## src/core/stcr_pkg.sv

```systemverilog
// Constants, field layout and states of the serial tap control register
//
// Contract
// - Thirty-two bit serial register drives driver controls
// - Shift one bit per serial clock fall
// - First serial bit lands in bit zero
// - Enable low keeps loaded controls unchanged
// - Bits 0-3 enable half current, taps 4-1
// - Bits 4-7 enable analog sections, taps 4-1
// - Bits 8-14 activate digital buffers 7-1
// - Bits 16-22 steer buffers 7-1 to tap 2
// - Bit 24 picks additional or main clock
// - Bit 25 one means parallel short delay
// - Bit 26 one means parallel long delay
// - Bits 27-30 invert data, taps 4-1
// - New controls settle within 100 ns
package stcr_pkg;

  // Word geometry
  localparam int unsigned WORD_W  = 32;
  localparam int unsigned CNT_W   = 6;
  localparam logic [31:0] WORD_RST = 32'h0000_0000;
  localparam logic [5:0]  CNT_RST  = 6'h00;
  localparam logic [5:0]  CNT_FULL = 6'h20;
  localparam logic [5:0]  CNT_MAX  = 6'h3F;

  // Field positions inside the control word
  localparam int unsigned HALF_LSB   = 0;
  localparam int unsigned ANA_LSB    = 4;
  localparam int unsigned BUFEN_LSB  = 8;
  localparam int unsigned BUFASG_LSB = 16;
  localparam int unsigned CLKSEL_BIT = 24;
  localparam int unsigned SHORT_BIT  = 25;
  localparam int unsigned LONG_BIT   = 26;
  localparam int unsigned INV_LSB    = 27;

  // Home tap of buffers 7 down to 1 when not steered to tap 2
  localparam logic [20:0] BUF_HOME_TAP = {3'h4, 3'h4, 3'h3, 3'h3, 3'h3, 3'h1, 3'h1};
  localparam logic [2:0]  ALT_TAP      = 3'h2;

  // Settling budget for a new control word
  localparam int unsigned RECONF_NS  = 100;
  localparam int unsigned CLK_MHZ    = 100;
  localparam int unsigned RECONF_CYC = (RECONF_NS * CLK_MHZ) / 1000;

  // Load sequencer, Gray coded along idle, shift, commit
  typedef enum logic [1:0] {
    ST_IDLE   = 2'h0,
    ST_SHIFT  = 2'h1,
    ST_COMMIT = 2'h3
  } stcr_state_e;

endpackage

```

## src/core/stcr_top.sv

```systemverilog
// Serial tap control register: three-wire loader and control decode
`timescale 1ns/1ps
module stcr_top (
  input  wire logic        ref_clk,                   // System clock, 100 MHz
  input  wire logic        rst,                       // Synchronous reset, active high
  input  wire logic        serial_ctrl_data_in,       // Serial data pin
  input  wire logic        serial_ctrl_clock_in,      // Serial clock pin
  input  wire logic        serial_ctrl_write_enable,  // Load enable pin
  output logic      [3:0]  half_cur_en,               // Extra half current, index 0 = tap 1
  output logic      [3:0]  analog_en,                 // Analog section on, index 0 = tap 1
  output logic      [6:0]  buf_en,                    // Buffer on, index 0 = buffer 1
  output logic      [6:0]  buf_to_tap2,               // Buffer steered to tap 2
  output logic      [11:0] tap_units,                 // Eighths per tap, 3 bits, tap 1 low
  output logic             clk_out_sel,               // 1 = additional clock to output
  output logic             short_dly_parallel,        // Short delay parallel mode
  output logic             long_dly_parallel,         // Long delay parallel mode
  output logic      [3:0]  tap_inv,                   // Data inversion, index 0 = tap 1
  output logic             load_busy,                 // Load phase in progress
  output logic             load_count_err             // Last load was not 32 bits
);

  localparam int ASRT_SETTLE = 4;

  // Reverse a four-bit field so index 0 lands on tap 1
  function automatic logic [3:0] rev4(input logic [3:0] v);
    rev4 = {v[0], v[1], v[2], v[3]};
  endfunction

  // Reverse a seven-bit field so index 0 lands on buffer 1
  function automatic logic [6:0] rev7(input logic [6:0] v);
    rev7 = {v[0], v[1], v[2], v[3], v[4], v[5], v[6]};
  endfunction

  // Count active digital buffers assigned to one tap
  function automatic logic [2:0] units(input logic [6:0] en, input logic [6:0] to2,
                                       input logic [2:0] tap);
    logic [2:0] n;
    logic [2:0] t;
    n = 3'h0;
    for (int i = 0; i < 7; i++) begin
      t = to2[i] ? stcr_pkg::ALT_TAP : stcr_pkg::BUF_HOME_TAP[3*i +: 3];
      if (en[i] && (t == tap)) begin
        n = n + 3'h1;
      end
    end
    units = n;
  endfunction

  logic                  clk_lvl;
  logic                  clk_fell;
  logic                  dat_lvl;
  logic                  en_lvl;
  logic                  en_fell;
  logic                  en_rose;
  stcr_pkg::stcr_state_e state_ff;
  stcr_pkg::stcr_state_e nxt_state;
  logic [31:0]           shift_ff;
  logic [31:0]           nxt_shift;
  logic [31:0]           word_ff;
  logic [31:0]           nxt_word;
  logic [5:0]            cnt_ff;
  logic [5:0]            nxt_cnt;
  logic                  err_ff;
  logic                  nxt_err;
  logic                  busy_ff;
  logic [3:0]            half_ff;
  logic [3:0]            ana_ff;
  logic [6:0]            bufen_ff;
  logic [6:0]            bufasg_ff;
  logic [11:0]           units_ff;
  logic                  clksel_ff;
  logic                  short_ff;
  logic                  long_ff;
  logic [3:0]            inv_ff;

  // Pin synchronisers; clock, data and enable share the same latency
  stcr_sync u_clk (
    .ref_clk (ref_clk),
    .rst     (rst),
    .pin     (serial_ctrl_clock_in),
    .level   (clk_lvl),
    .fell    (clk_fell),
    .rose    ()
  );

  stcr_sync u_dat (
    .ref_clk (ref_clk),
    .rst     (rst),
    .pin     (serial_ctrl_data_in),
    .level   (dat_lvl),
    .fell    (),
    .rose    ()
  );

  stcr_sync u_en (
    .ref_clk (ref_clk),
    .rst     (rst),
    .pin     (serial_ctrl_write_enable),
    .level   (en_lvl),
    .fell    (en_fell),
    .rose    (en_rose)
  );

  // Shifting is legal only inside the load phase
  wire shifting  = (state_ff == stcr_pkg::ST_SHIFT) && en_lvl;
  wire take_bit  = shifting && clk_fell;
  wire committed = (state_ff == stcr_pkg::ST_COMMIT);
  wire cnt_sat   = (cnt_ff == stcr_pkg::CNT_MAX);

  // Sequencer: enable rise opens a load, enable fall closes it
  // A fall seen while idle is dropped, so no stray commit can happen
  always_comb begin
    nxt_state = state_ff;
    case (state_ff)
      stcr_pkg::ST_IDLE: begin
        if (en_rose) begin
          nxt_state = stcr_pkg::ST_SHIFT;
        end
      end
      stcr_pkg::ST_SHIFT: begin
        if (en_fell) begin
          nxt_state = stcr_pkg::ST_COMMIT;
        end
      end
      stcr_pkg::ST_COMMIT: begin
        nxt_state = stcr_pkg::ST_IDLE;
      end
      default: begin
        nxt_state = stcr_pkg::ST_IDLE;
      end
    endcase
  end

  // Bits enter at the top and walk down, so the first ends in bit 0
  assign nxt_shift = take_bit ? {dat_lvl, shift_ff[31:1]} : shift_ff;

  // Bit counter restarts with each load and saturates on overrun
  assign nxt_cnt = en_rose ? stcr_pkg::CNT_RST :
                   (take_bit && !cnt_sat) ? cnt_ff + 6'h01 : cnt_ff;

  // Word is copied once per load; otherwise the last load is held
  assign nxt_word = committed ? shift_ff : word_ff;
  assign nxt_err  = committed ? (cnt_ff != stcr_pkg::CNT_FULL) : err_ff;

  // Sequencer and shift path registers
  always_ff @(posedge ref_clk) begin
    if (rst) begin
      state_ff <= stcr_pkg::ST_IDLE;
      shift_ff <= stcr_pkg::WORD_RST;
      cnt_ff   <= stcr_pkg::CNT_RST;
    end else begin
      state_ff <= nxt_state;
      shift_ff <= nxt_shift;
      cnt_ff   <= nxt_cnt;
    end
  end

  // Committed word and load status
  always_ff @(posedge ref_clk) begin
    if (rst) begin
      word_ff <= stcr_pkg::WORD_RST;
      err_ff  <= 1'b0;
      busy_ff <= 1'b0;
    end else begin
      word_ff <= nxt_word;
      err_ff  <= nxt_err;
      busy_ff <= (nxt_state != stcr_pkg::ST_IDLE);
    end
  end

  // Field decode; bits 15, 23 and 31 are deliberately left unread
  wire [3:0] dec_half  = rev4(word_ff[stcr_pkg::HALF_LSB +: 4]);
  wire [3:0] dec_ana   = rev4(word_ff[stcr_pkg::ANA_LSB +: 4]);
  wire [6:0] dec_bufen = rev7(word_ff[stcr_pkg::BUFEN_LSB +: 7]);
  wire [6:0] dec_asg   = rev7(word_ff[stcr_pkg::BUFASG_LSB +: 7]);
  wire [3:0] dec_inv   = rev4(word_ff[stcr_pkg::INV_LSB +: 4]);
  wire [11:0] dec_units = {units(dec_bufen, dec_asg, 3'h4),
                           units(dec_bufen, dec_asg, 3'h3),
                           units(dec_bufen, dec_asg, 3'h2),
                           units(dec_bufen, dec_asg, 3'h1)};

  // Registered control outputs; one stage keeps them glitch free
  always_ff @(posedge ref_clk) begin
    if (rst) begin
      half_ff   <= 4'h0;
      ana_ff    <= 4'h0;
      bufen_ff  <= 7'h00;
      bufasg_ff <= 7'h00;
      units_ff  <= 12'h000;
      clksel_ff <= 1'b0;
      short_ff  <= 1'b0;
      long_ff   <= 1'b0;
      inv_ff    <= 4'h0;
    end else begin
      half_ff   <= dec_half;
      ana_ff    <= dec_ana;
      bufen_ff  <= dec_bufen;
      bufasg_ff <= dec_asg;
      units_ff  <= dec_units;
      clksel_ff <= word_ff[stcr_pkg::CLKSEL_BIT];
      short_ff  <= word_ff[stcr_pkg::SHORT_BIT];
      long_ff   <= word_ff[stcr_pkg::LONG_BIT];
      inv_ff    <= dec_inv;
    end
  end

  // Output wiring, all from flip-flops
  assign half_cur_en        = half_ff;
  assign analog_en          = ana_ff;
  assign buf_en             = bufen_ff;
  assign buf_to_tap2        = bufasg_ff;
  assign tap_units          = units_ff;
  assign clk_out_sel        = clksel_ff;
  assign short_dly_parallel = short_ff;
  assign long_dly_parallel  = long_ff;
  assign tap_inv            = inv_ff;
  assign load_busy          = busy_ff;
  assign load_count_err     = err_ff;
endmodule

```

## src/core/stcr_sync.sv

```systemverilog
// Three-stage pin synchroniser with agreement filter and edge pulses
`timescale 1ns/1ps
module stcr_sync (
  input  wire logic ref_clk,  // System clock
  input  wire logic rst,      // Synchronous reset, active high
  input  wire logic pin,      // Asynchronous pin level
  output logic      level,    // Filtered level
  output logic      fell,     // One-cycle pulse on accepted fall
  output logic      rose      // One-cycle pulse on accepted rise
);

  logic s1_ff;
  logic s2_ff;
  logic s3_ff;
  logic level_ff;
  logic fell_ff;
  logic rose_ff;
  wire  agree = (s2_ff == s3_ff);

  // Chain; first stage feeds only the second
  always_ff @(posedge ref_clk) begin
    s1_ff <= pin;
    s2_ff <= s1_ff;
    s3_ff <= s2_ff;
  end

  // Level moves only once the later stages agree, hiding metastable glitches
  always_ff @(posedge ref_clk) begin
    if (rst) begin
      level_ff <= 1'b0;
      fell_ff  <= 1'b0;
      rose_ff  <= 1'b0;
    end else begin
      level_ff <= agree ? s3_ff : level_ff;
      fell_ff  <= agree & level_ff & ~s3_ff;
      rose_ff  <= agree & ~level_ff & s3_ff;
    end
  end

  assign level = level_ff;
  assign fell  = fell_ff;
  assign rose  = rose_ff;

endmodule

```

## config.mk

```make
export PLATFORM = sky130hd
export DESIGN_NAME = stcr_top
export DESIGN_NICKNAME = d
export VERILOG_FILES = /design/src/core/stcr_pkg.sv /design/src/core/stcr_top.sv /design/src/core/stcr_sync.sv
export SDC_FILE = /design/constraint.sdc
export NUM_CORES = 1
export LEC_CHECK = 0
export BUFFER_PORTS_ARGS = -buffer_cell sky130_fd_sc_hd__buf_4
export CAP_MARGIN = 40
export CORE_MARGIN = 2
export CORE_UTILIZATION = 52
export DETAILED_ROUTE_END_ITERATION = 12
export PLACE_DENSITY = 0.83
export RECOVER_POWER = 50
export SYNTH_ARGS = -nofsm -noshare
export SYNTH_HDL_FRONTEND = slang
export SYNTH_HIERARCHICAL = 1
export SYNTH_SLANG_ARGS = --single-unit
```

## constraint.sdc

```tcl
create_clock -name ref_clk -period 3.6 [get_ports ref_clk]
set_input_delay 0 -clock ref_clk [delete_from_list [all_inputs] [get_ports ref_clk]]
set_output_delay 0 -clock ref_clk [all_outputs]
set_load 0.03 [all_outputs]
```

==> flow_metrics.env, run 1 <==
export IMPL_critPathBufInv=2
export IMPL_cts_max_level=4
export IMPL_drtPass1Iterations=5
export IMPL_worstPathCellList="nand2_2, ha_4, a21bo_1, and2_4, inv_2, ha_4, xor2_2, a221oi_2, inv_1, ha_4, nor2_2, a21oi_2, ha_2, nand3_2, xnor2_1, xnor3_1, xnor2_1, nor2_1"
export IMPL_fmax_ghz=0.284
export IMPL_via_count=3400
export IMPL_drt_wirelength_per_cell_um=13.0
export IMPL_antenna_found_initial=0
export IMPL_p_sw_share_pct=21.6
export IMPL_min_to="u_dat/s1_ff$_DFF_P_"
export IMPL_power_density_nw_per_um2=552
export IMPL_cp_start_kind="flip-flop"
export IMPL_path_max_fanout=3
export IMPL_p_sw_uw=640
export IMPL_violations="capacitance limit, slew limit"
export IMPL_layout_nets=554
export IMPL_total_leakage_power_nw=1.93
export IMPL_synth_area_sq_um=4450
export IMPL_synthCells=489
export IMPL_cts_buffer_depth=2
export IMPL_max_slew_margin_rel_pct=-61.5
export IMPL_vdd_ir_drop_max_uv=349
export IMPL_ff2ff_setup_slack_ns=0.08
export IMPL_seqPwrFrac_pct=47.0
export IMPL_grt_ovfl_total=0
export IMPL_max_stage_delay_ns=0.35
export IMPL_clk_latency_ns=0.51
export IMPL_diodes=0
export IMPL_p_clk_share_pct=51.7
export IMPL_start_util_pct=53.8
export IMPL_cts_tree="built"
export IMPL_gp_congestion=0.824
export IMPL_comb_power_share_pct=1.2
export IMPL_grt_pass1_vias=3180
export IMPL_finalSetupTns_ns=0
export IMPL_yosys_warnings=6
export IMPL_cpMostUsedCell="ha_4"
export IMPL_clkTransAtPathRegs_ns=0.06
export IMPL_dpl_hpwl_mm=5.17
export IMPL_worst_path_max_delay_cell="dfxtp_1"
export IMPL_dieWidth_um=96.5
export IMPL_crit_required_ns=3.98
export IMPL_vias_per_cell=5.17
export IMPL_p_int_mw=2.33
export IMPL_status="finished with violations"
export IMPL_grt_max_degree=63
export IMPL_r2r_start="word_ff[21]$_SDFFE_PP0N_"
export IMPL_hp_class="input pin to flip-flop"
export IMPL_io_pin_count=48
export IMPL_grtUsageTotal_pct=19.6
export IMPL_drt_iter0_drc=166
export IMPL_numCtsBuffers=17
export IMPL_reg2reg_to="tap_units[5]$_SDFF_PP0_"
export IMPL_finalCritPeriodShare_pct=97.7
export IMPL_finalMaxSlewViolations=63
export IMPL_crit_family="adder cells"
export IMPL_synth_avg_cell_area_sq_um=9.09
export IMPL_worstPathArrival_ns=3.90
export IMPL_period_needed_ns=3.52
export IMPL_post_route_util_pct=65.2
export IMPL_drt_total_wl_mm=8.59
export IMPL_grt_pass1_wl_mm=13.8
export IMPL_finClkSkew_ns=0.0100
export IMPL_clock_root_buffer="clkbuf_8"
export IMPL_cts_sinks=125
export IMPL_maxCapViolCount=1
export IMPL_die_y_um=96.5
export IMPL_whs_path_depth=2
export IMPL_numPortBuffers=45
export IMPL_postRouteAntennaNets=0
export IMPL_syn_to_final_growth_pct=21.1
export IMPL_worst_hold_startpoint="serial_ctrl_data_in"
export IMPL_setup_viol=0
export IMPL_cp_end_kind="flip-flop"
export IMPL_drc=0
export IMPL_worst_slew_pin_slew_ns=2.42
export IMPL_critPathKind="flip-flop to flip-flop"
export IMPL_hold_viol_final=0
export IMPL_coreArea_sq_um=8260
export IMPL_die_area_sq_um=9300
export IMPL_core_rowCount=33
export IMPL_ff2ff_path_depth=18
export IMPL_drive_above_1_share_pct=12.5
## power groups by stage
stage	clock (mW)	sequential [mW]	combinational, mW
floorplan	0	1.43	0.0276
global route	1.62	1.40	0.0402
finish	1.54	1.40	0.0367
global placement	0	1.43	0.0332
detailed placement	0	1.43	0.0364
CTS	1.55	1.40	0.0400
## routing by layer
layer / wire length [um] / global-route usage, % / vias up
met5: 0 / 0 / -
met2: 4420 / 34.5 / 92
li1: - / - / 1695
met1: 3590 / 21.1 / 1599
met4: 142 / 10.4 / 0
met3: 433 / 5.74 / 14
## state kept, by name, indices dropped and copies added, names as in the netlist, 2 cells and up
signal and cells:
analog_en 4, half_cur_en 4, shift_ff 32, buf_en 7, word_ff 29, tap_units 10, buf_to_tap2 7, tap_inv 4
state_ff 2, cnt_ff 6
## cell type report
cell class	instances	area [sq um]
timing repair buffer	61	322
fill	657	2880
tap	105	131
sequential	125	2510
multi-input combinational	330	1850
clock buffer	18	428
clock inverter	13	120
inverter	6	22.5
## placed cells by master, fill, tap and decap left out, types with 6 or more instances in the layout
master,instances
clkbuf_16,16
xnor2_1,6
nor2b_1,33
clkinvlp_4,6
dfxtp_1,122
a21oi_1,68
nor2_1,18
nand2_1,134
buf_4,9
clkbuf_1,43
## worst reg2reg max path: stages, from the launching register on
cell and delay [ns]:
dfxtp_1 0.35, nand2_2 0.08, ha_4 0.27, a21bo_1 0.21, and2_4 0.17, inv_2 0.06
ha_4 0.20, xor2_2 0.18, a221oi_2 0.30, inv_1 0.13, ha_4 0.29, nor2_2 0.04
a21oi_2 0.14, ha_2 0.19, nand3_2 0.08, xnor2_1 0.22, xnor3_1 0.27, xnor2_1 0.14
nor2_1 0.05
## stage by stage
step           hold WS (ns)  instance area (sq um)  setup WS (ns)  instances  total power, mW
2_1_floorplan        0.0277                   4450          0.193        490             1.46
3_3_place_gp          0.104                   4810          0.118        614             1.46
3_5_place_dp          0.106                   4860         -0.130        617             1.47
4_1_cts               0.109                   5470         0.0510        654             2.99
5_1_grt               0.146                   5380        -0.0369        658             3.06
6_report              0.154                   5380         0.0810        658             2.97
## worst max-delay path by stage
stage	to	start	slack (ns)	cells after the start
CTS	tap_units[5]$_SDFF_PP0_	word_ff[13]$_SDFFE_PP0N_	0.05	18
finish	tap_units[5]$_SDFF_PP0_	word_ff[21]$_SDFFE_PP0N_	0.08	18
global placement	tap_units[5]$_SDFF_PP0_	word_ff[13]$_SDFFE_PP0N_	0.12	18
global route	tap_units[5]$_SDFF_PP0_	word_ff[22]$_SDFFE_PP0N_	-0.04	18
detailed placement	tap_units[5]$_SDFF_PP0_	word_ff[13]$_SDFFE_PP0N_	-0.13	18
floorplan	tap_units[5]$_SDFF_PP0_	word_ff[21]$_SDFFE_PP0N_	0.19	19
## timing repair
action / CTS / global route
resized for setup: 5 / 12
pin swaps: 2 / 5
hold endpoints to repair: 40 / 0
hold buffers: 4 / 0
setup endpoints to repair: 1 / 1
setup buffers: 2 / 4
No activity file was read; power rests on OpenSTA's default activity.
==> inputs of run 2 (changes only) <==
--- a/config.mk
+++ b/config.mk
@@ -7,7 +7,6 @@
 export LEC_CHECK = 0
 export BUFFER_PORTS_ARGS = -buffer_cell sky130_fd_sc_hd__buf_4
 export CAP_MARGIN = 40
-export CORE_MARGIN = 2
 export CORE_UTILIZATION = 52
 export DETAILED_ROUTE_END_ITERATION = 12
 export PLACE_DENSITY = 0.83
==> flow_metrics.env, run 2 (same netlist as run 1, synthesis figures left out) <==
export IMPL_status="finished with violations"
export IMPL_violations="capacitance limit, slew limit"
export IMPL_numPortBuffers=45
export IMPL_total_leakage_power_nw=1.99
export IMPL_largest_register="shift_ff"
export IMPL_ff2ff_setup_slack_ns=0.14
export IMPL_layout_nets=551
export IMPL_antenna_found_initial=0
export IMPL_largest_register_ffs=32
export IMPL_crit_family="adder cells"
export IMPL_vias_per_cell=5.15
export IMPL_hold_viol_final=0
export IMPL_period_needed_ns=3.46
export IMPL_clock_root_buffer="clkbuf_8"
export IMPL_finalCritPeriodShare_pct=96.2
export IMPL_critPathKind="flip-flop to flip-flop"
export IMPL_whs_path_depth=2
export IMPL_design_area_sq_um=5350
export IMPL_worst_path_max_delay_cell="dfxtp_2"
export IMPL_drt_iter0_drc=160
export IMPL_dieWidth_um=94.5
export IMPL_numCtsBuffers=17
export IMPL_fin_cells=654
export IMPL_postRouteAntennaNets=0
export IMPL_finalMaxSlewViolations=36
export IMPL_cts_tree="built"
export IMPL_via_count=3369
export IMPL_drc=0
export IMPL_crit_required_ns=3.99
export IMPL_gp_congestion=0.804
export IMPL_drt_wirelength_per_cell_um=12.4
export IMPL_cts_max_level=4
export IMPL_cpMostUsedCell="ha_1"
export IMPL_power_density_nw_per_um2=552
export IMPL_critPathBufInv=2
export IMPL_dp_cells=617
export IMPL_layout_commonest_cell="nand2_1"
export IMPL_fmax_ghz=0.289
export IMPL_drtPass1Iterations=5
export IMPL_start_util_pct=53.8
export IMPL_grt_max_degree=78
export IMPL_path_max_fanout=6
export IMPL_cp_end_kind="flip-flop"
export IMPL_finClkSkew_ns=0.0104
export IMPL_core_rowCount=33
export IMPL_max_slew_margin_rel_pct=-5.47
export IMPL_max_stage_delay_ns=0.37
export IMPL_vdd_ir_drop_max_uv=348
export IMPL_diodes=0
export IMPL_post_route_util_pct=64.8
export IMPL_drt_total_wl_mm=8.08
export IMPL_maxCapViolCount=1
export IMPL_grtUsageTotal_pct=19.8
export IMPL_clk_latency_ns=0.52
export IMPL_coreArea_sq_um=8260
export IMPL_hp_class="input pin to flip-flop"
export IMPL_layout_common_cells="136 x nand2_1, 122 x dfxtp_1, 69 x a21oi_1"
export IMPL_fillers=682
export IMPL_place_area_sq_um=4880
export IMPL_clkTransAtPathRegs_ns=0.05
export IMPL_worstPathCellList="nand2_1, ha_4, a21bo_1, and2_4, inv_1, ha_1, xor2_1, a221oi_2, inv_1, ha_1, nor2_1, a21oi_1, ha_1, nand3_1, xnor2_1, xnor3_1, xnor2_1, nor2_1"
export IMPL_syn_to_final_growth_pct=20.3
export IMPL_die_y_um=94.5
export IMPL_ff2ff_path_depth=18
export IMPL_worst_slew_pin_slew_ns=1.58
export IMPL_io_pin_count=48
export IMPL_drive_above_1_share_pct=11.1
export IMPL_dpl_hpwl_mm=5.01
export IMPL_crit_cells=18
export IMPL_grt_pass1_vias=3052
export IMPL_setup_viol=0
export IMPL_grt_pass1_wl_mm=13.4
export IMPL_worstPathArrival_ns=3.86
export IMPL_cts_buffer_depth=2
export IMPL_cts_sinks=125
export IMPL_cp_start_kind="flip-flop"
export IMPL_grt_ovfl_total=0
export IMPL_die_area_sq_um=8920
==> run 2: cell types whose count changed in the layout (fill, tap and decap cells not counted), sizes merged <==
cell,change
clkinvlp,-4
buf,+7
inv,-1
clkinv,-1
clkbuf,-5
==> run 2: where the power goes <==
part	internal (mW)	switching, mW	total (mW)
Sequential	1.39	0.00655	1.40
Clock	0.955	0.556	1.51
Combinational	0.0130	0.0270	0.0400
==> run 2: layout make-up <==
| class | count | area, sq um | share of cell area [%] |
|---|---|---|---|
| clock inverter | 7 | 65.1 | 1.22 |
| multi-input combinational | 330 | 1790 | 33.4 |
| inverter | 6 | 22.5 | 0.421 |
| clock buffer | 23 | 467 | 8.73 |
| timing repair buffer | 58 | 369 | 6.90 |
| sequential | 125 | 2510 | 46.9 |
| tap | 105 | 131 | 2.46 |
==> run 2: routing by layer <==
metal / share of wire [%] / track usage (%) / vias up
met1: 41 / 21.6 / 1580
met4: 1.1 / 8.33 / 0
met3: 5.4 / 7.73 / 11
li1: - / - / 1683
met2: 52 / 34.4 / 95
met5: 0 / 0 / -
==> run 2: final timing paths <==
kind	startpoint	endpoint
setup / recovery	word_ff[22]$_SDFFE_PP0N_	tap_units[5]$_SDFF_PP0_
hold / removal	serial_ctrl_clock_in	u_clk/s1_ff$_DFF_P_
setup reg to reg	word_ff[22]$_SDFFE_PP0N_	tap_units[5]$_SDFF_PP0_
hold reg to reg	u_dat/s1_ff$_DFF_P_	u_dat/s2_ff$_DFF_P_
==> run 2: through the flow <==
step / setup TNS, ns / hold WS (ns) / setup slack, ns / total power [mW]
after CTS: 0 / 0.111 / 0.0200 / 2.98
after floorplan: 0 / 0.0277 / 0.193 / 1.46
final: 0 / 0.144 / 0.135 / 2.95
after detailed placement: -0.0402 / 0.105 / -0.0402 / 1.47
after global routing: -0.00853 / 0.127 / -0.00853 / 3.06
after global placement: 0 / 0.104 / 0.124 / 1.46
==> run 2: timing repair <==
item,CTS,global route
setup endpoints to repair,1,1
setup buffers,1,2
hold endpoints to repair,34,0
gates resized for setup,3,1
hold buffers,4,0
pin swaps,1,3
==> inputs of run 3 (changes only) <==
--- a/config.mk
+++ b/config.mk
@@ -9,7 +9,7 @@
 export CAP_MARGIN = 40
 export CORE_UTILIZATION = 52
 export DETAILED_ROUTE_END_ITERATION = 12
-export PLACE_DENSITY = 0.83
+export PLACE_DENSITY = 0.78
 export RECOVER_POWER = 50
 export SYNTH_ARGS = -nofsm -noshare
 export SYNTH_HDL_FRONTEND = slang
==> flow_metrics.env, run 3 (same netlist as run 1, synthesis figures left out) <==
export IMPL_io_pin_count=48
export IMPL_total_leakage_power_nw=1.96
export IMPL_grt_ovfl_total=0
export IMPL_pre_cts_slack_ns=-0.0662
export IMPL_start_util_pct=53.8
export IMPL_worstPathArrival_ns=3.77
export IMPL_grtUsageTotal_pct=20.5
export IMPL_via_count=3342
export IMPL_grt_pass1_vias=3143
export IMPL_path_max_fanout=6
export IMPL_cts_max_level=4
export IMPL_largest_register="shift_ff"
export IMPL_cts_sinks=125
export IMPL_drt_iter0_drc=195
export IMPL_cp_end_kind="flip-flop"
export IMPL_vias_per_cell=5.09
export IMPL_clock_root_buffer="clkbuf_8"
export IMPL_power_density_nw_per_um2=568
export IMPL_finalMaxSlewViolations=0
export IMPL_dpl_hpwl_mm=4.99
export IMPL_place_area_sq_um=4850
export IMPL_layout_commonest_cell="nand2_1"
export IMPL_top_layer="met4"
export IMPL_die_y_um=94.5
export IMPL_finClkSkew_ns=0.00668
export IMPL_finalCritPeriodShare_pct=94.6
export IMPL_worst_path_max_delay_cell="dfxtp_4"
export IMPL_layout_nets=551
export IMPL_numCtsBuffers=17
export IMPL_post_route_util_pct=64.9
export IMPL_fin_cells=656
export IMPL_drt_wirelength_per_cell_um=12.8
export IMPL_syn_to_final_growth_pct=20.6
export IMPL_critPathKind="flip-flop to flip-flop"
export IMPL_gp_congestion=0.753
export IMPL_postRouteAntennaNets=0
export IMPL_grt_pass1_wl_mm=14.0
export IMPL_hp_class="input pin to flip-flop"
export IMPL_antenna_found_initial=0
export IMPL_dieWidth_um=94.5
export IMPL_dp_cells=618
export IMPL_max_stage_delay_ns=0.36
export IMPL_clkTransAtPathRegs_ns=0.06
export IMPL_worstPathCellList="nand2_1, ha_4, a21bo_1, and2_4, inv_1, ha_1, xor2_1, a221oi_2, inv_1, ha_4, nor2_2, a21oi_2, ha_2, nand3_2, xnor2_2, xnor3_1, xnor2_1, nor2_1"
export IMPL_diodes=0
export IMPL_wl_met3_um=350
export IMPL_status="finished, final reports clean"
export IMPL_crit_required_ns=3.97
export IMPL_hold_viol_final=0
export IMPL_drtPass1Iterations=5
export IMPL_vdd_ir_drop_max_uv=554
export IMPL_largest_register_ffs=32
export IMPL_period_needed_ns=3.41
export IMPL_critPathBufInv=2
export IMPL_clk_latency_ns=0.50
export IMPL_layout_common_cells="136 x nand2_1, 122 x dfxtp_1, 68 x a21oi_1"
export IMPL_coreArea_sq_um=8260
export IMPL_drc=0
export IMPL_grt_max_degree=70
export IMPL_cp_start_kind="flip-flop"
export IMPL_core_rowCount=33
export IMPL_crit_family="adder cells"
export IMPL_design_area_sq_um=5360
export IMPL_numPortBuffers=45
export IMPL_route_met2_wl_mm=4.22
export IMPL_fin_total_pwr_mw=3.05
export IMPL_finalSetupTns_ns=0
export IMPL_maxCapViolCount=0
export IMPL_m1WireLength_mm=3.68
export IMPL_cts_tree="built"
export IMPL_holdWs_ns=0.158
export IMPL_setup_viol=0
export IMPL_worst_slew_pin_slew_ns=0.714
export IMPL_drt_total_wl_mm=8.39
export IMPL_cts_buffer_depth=2
export IMPL_drive_above_1_share_pct=10.7
export IMPL_die_area_sq_um=8920
export IMPL_fmax_ghz=0.294
export IMPL_worst_slack_ns=0.195
export IMPL_max_slew_margin_rel_pct=52.4
==> run 3: what timing repair did <==
| action | CTS | global route |
|---|---|---|
| pin swaps | 1 | 4 |
| setup buffers | 1 | 1 |
| endpoints found under the hold margin | 5 | 0 |
| endpoints found under the setup margin | 1 | 2 |
| hold buffers | 4 | 0 |
| gates resized for setup | 2 | 10 |
==> run 3: where the power goes <==
group	total, mW	internal [mW]	switching, mW
Sequential	1.40	1.39	0.00576
Combinational	0.0377	0.0104	0.0273
Clock	1.61	1.05	0.556
Total	3.05	2.46	0.589
==> run 3: metal layers <==
metal | vias to the layer above | GRT usage [%]
li1 | 1691 | -
met1 | 1562 | 23.6
met2 | 74 | 35.1
met3 | 15 | 6.36
met4 | 0 | 8.84
met5 | - | 0
==> run 3: layout make-up <==
class | count | area [sq um]
Sequential cell | 125 | 2510
Clock inverter | 6 | 82.6
Inverter | 6 | 22.5
Multi-Input combinational cell | 330 | 1820
Tap cell | 105 | 131
Clock buffer | 26 | 488
Fill cell | 722 | 2900
Timing Repair Buffer | 58 | 303
==> run 3: path summary, 6_finish.rpt <==
| path | slack [ns] | from | cells past startpoint | to |
|---|---|---|---|---|
| setup / recovery | 0.19 | word_ff[13]$_SDFFE_PP0N_ | 18 | tap_units[5]$_SDFF_PP0_ |
| hold / removal | 0.16 | serial_ctrl_clock_in | 2 | u_clk/s1_ff$_DFF_P_ |
| setup reg to reg | 0.19 | word_ff[13]$_SDFFE_PP0N_ | 18 | tap_units[5]$_SDFF_PP0_ |
| hold reg to reg | 0.32 | u_en/s1_ff$_DFF_P_ | 0 | u_en/s2_ff$_DFF_P_ |
==> run 3: worst reg2reg max path, cell delays in order, from the launching register on <==
cell and delay (ns):
dfxtp_4 0.36, nand2_1 0.09, ha_4 0.29, a21bo_1 0.21
and2_4 0.14, inv_1 0.05, ha_1 0.22, xor2_1 0.18
a221oi_2 0.29, inv_1 0.12, ha_4 0.29, nor2_2 0.05
a21oi_2 0.13, ha_2 0.19, nand3_2 0.09, xnor2_2 0.14
xnor3_1 0.23, xnor2_1 0.15, nor2_1 0.05
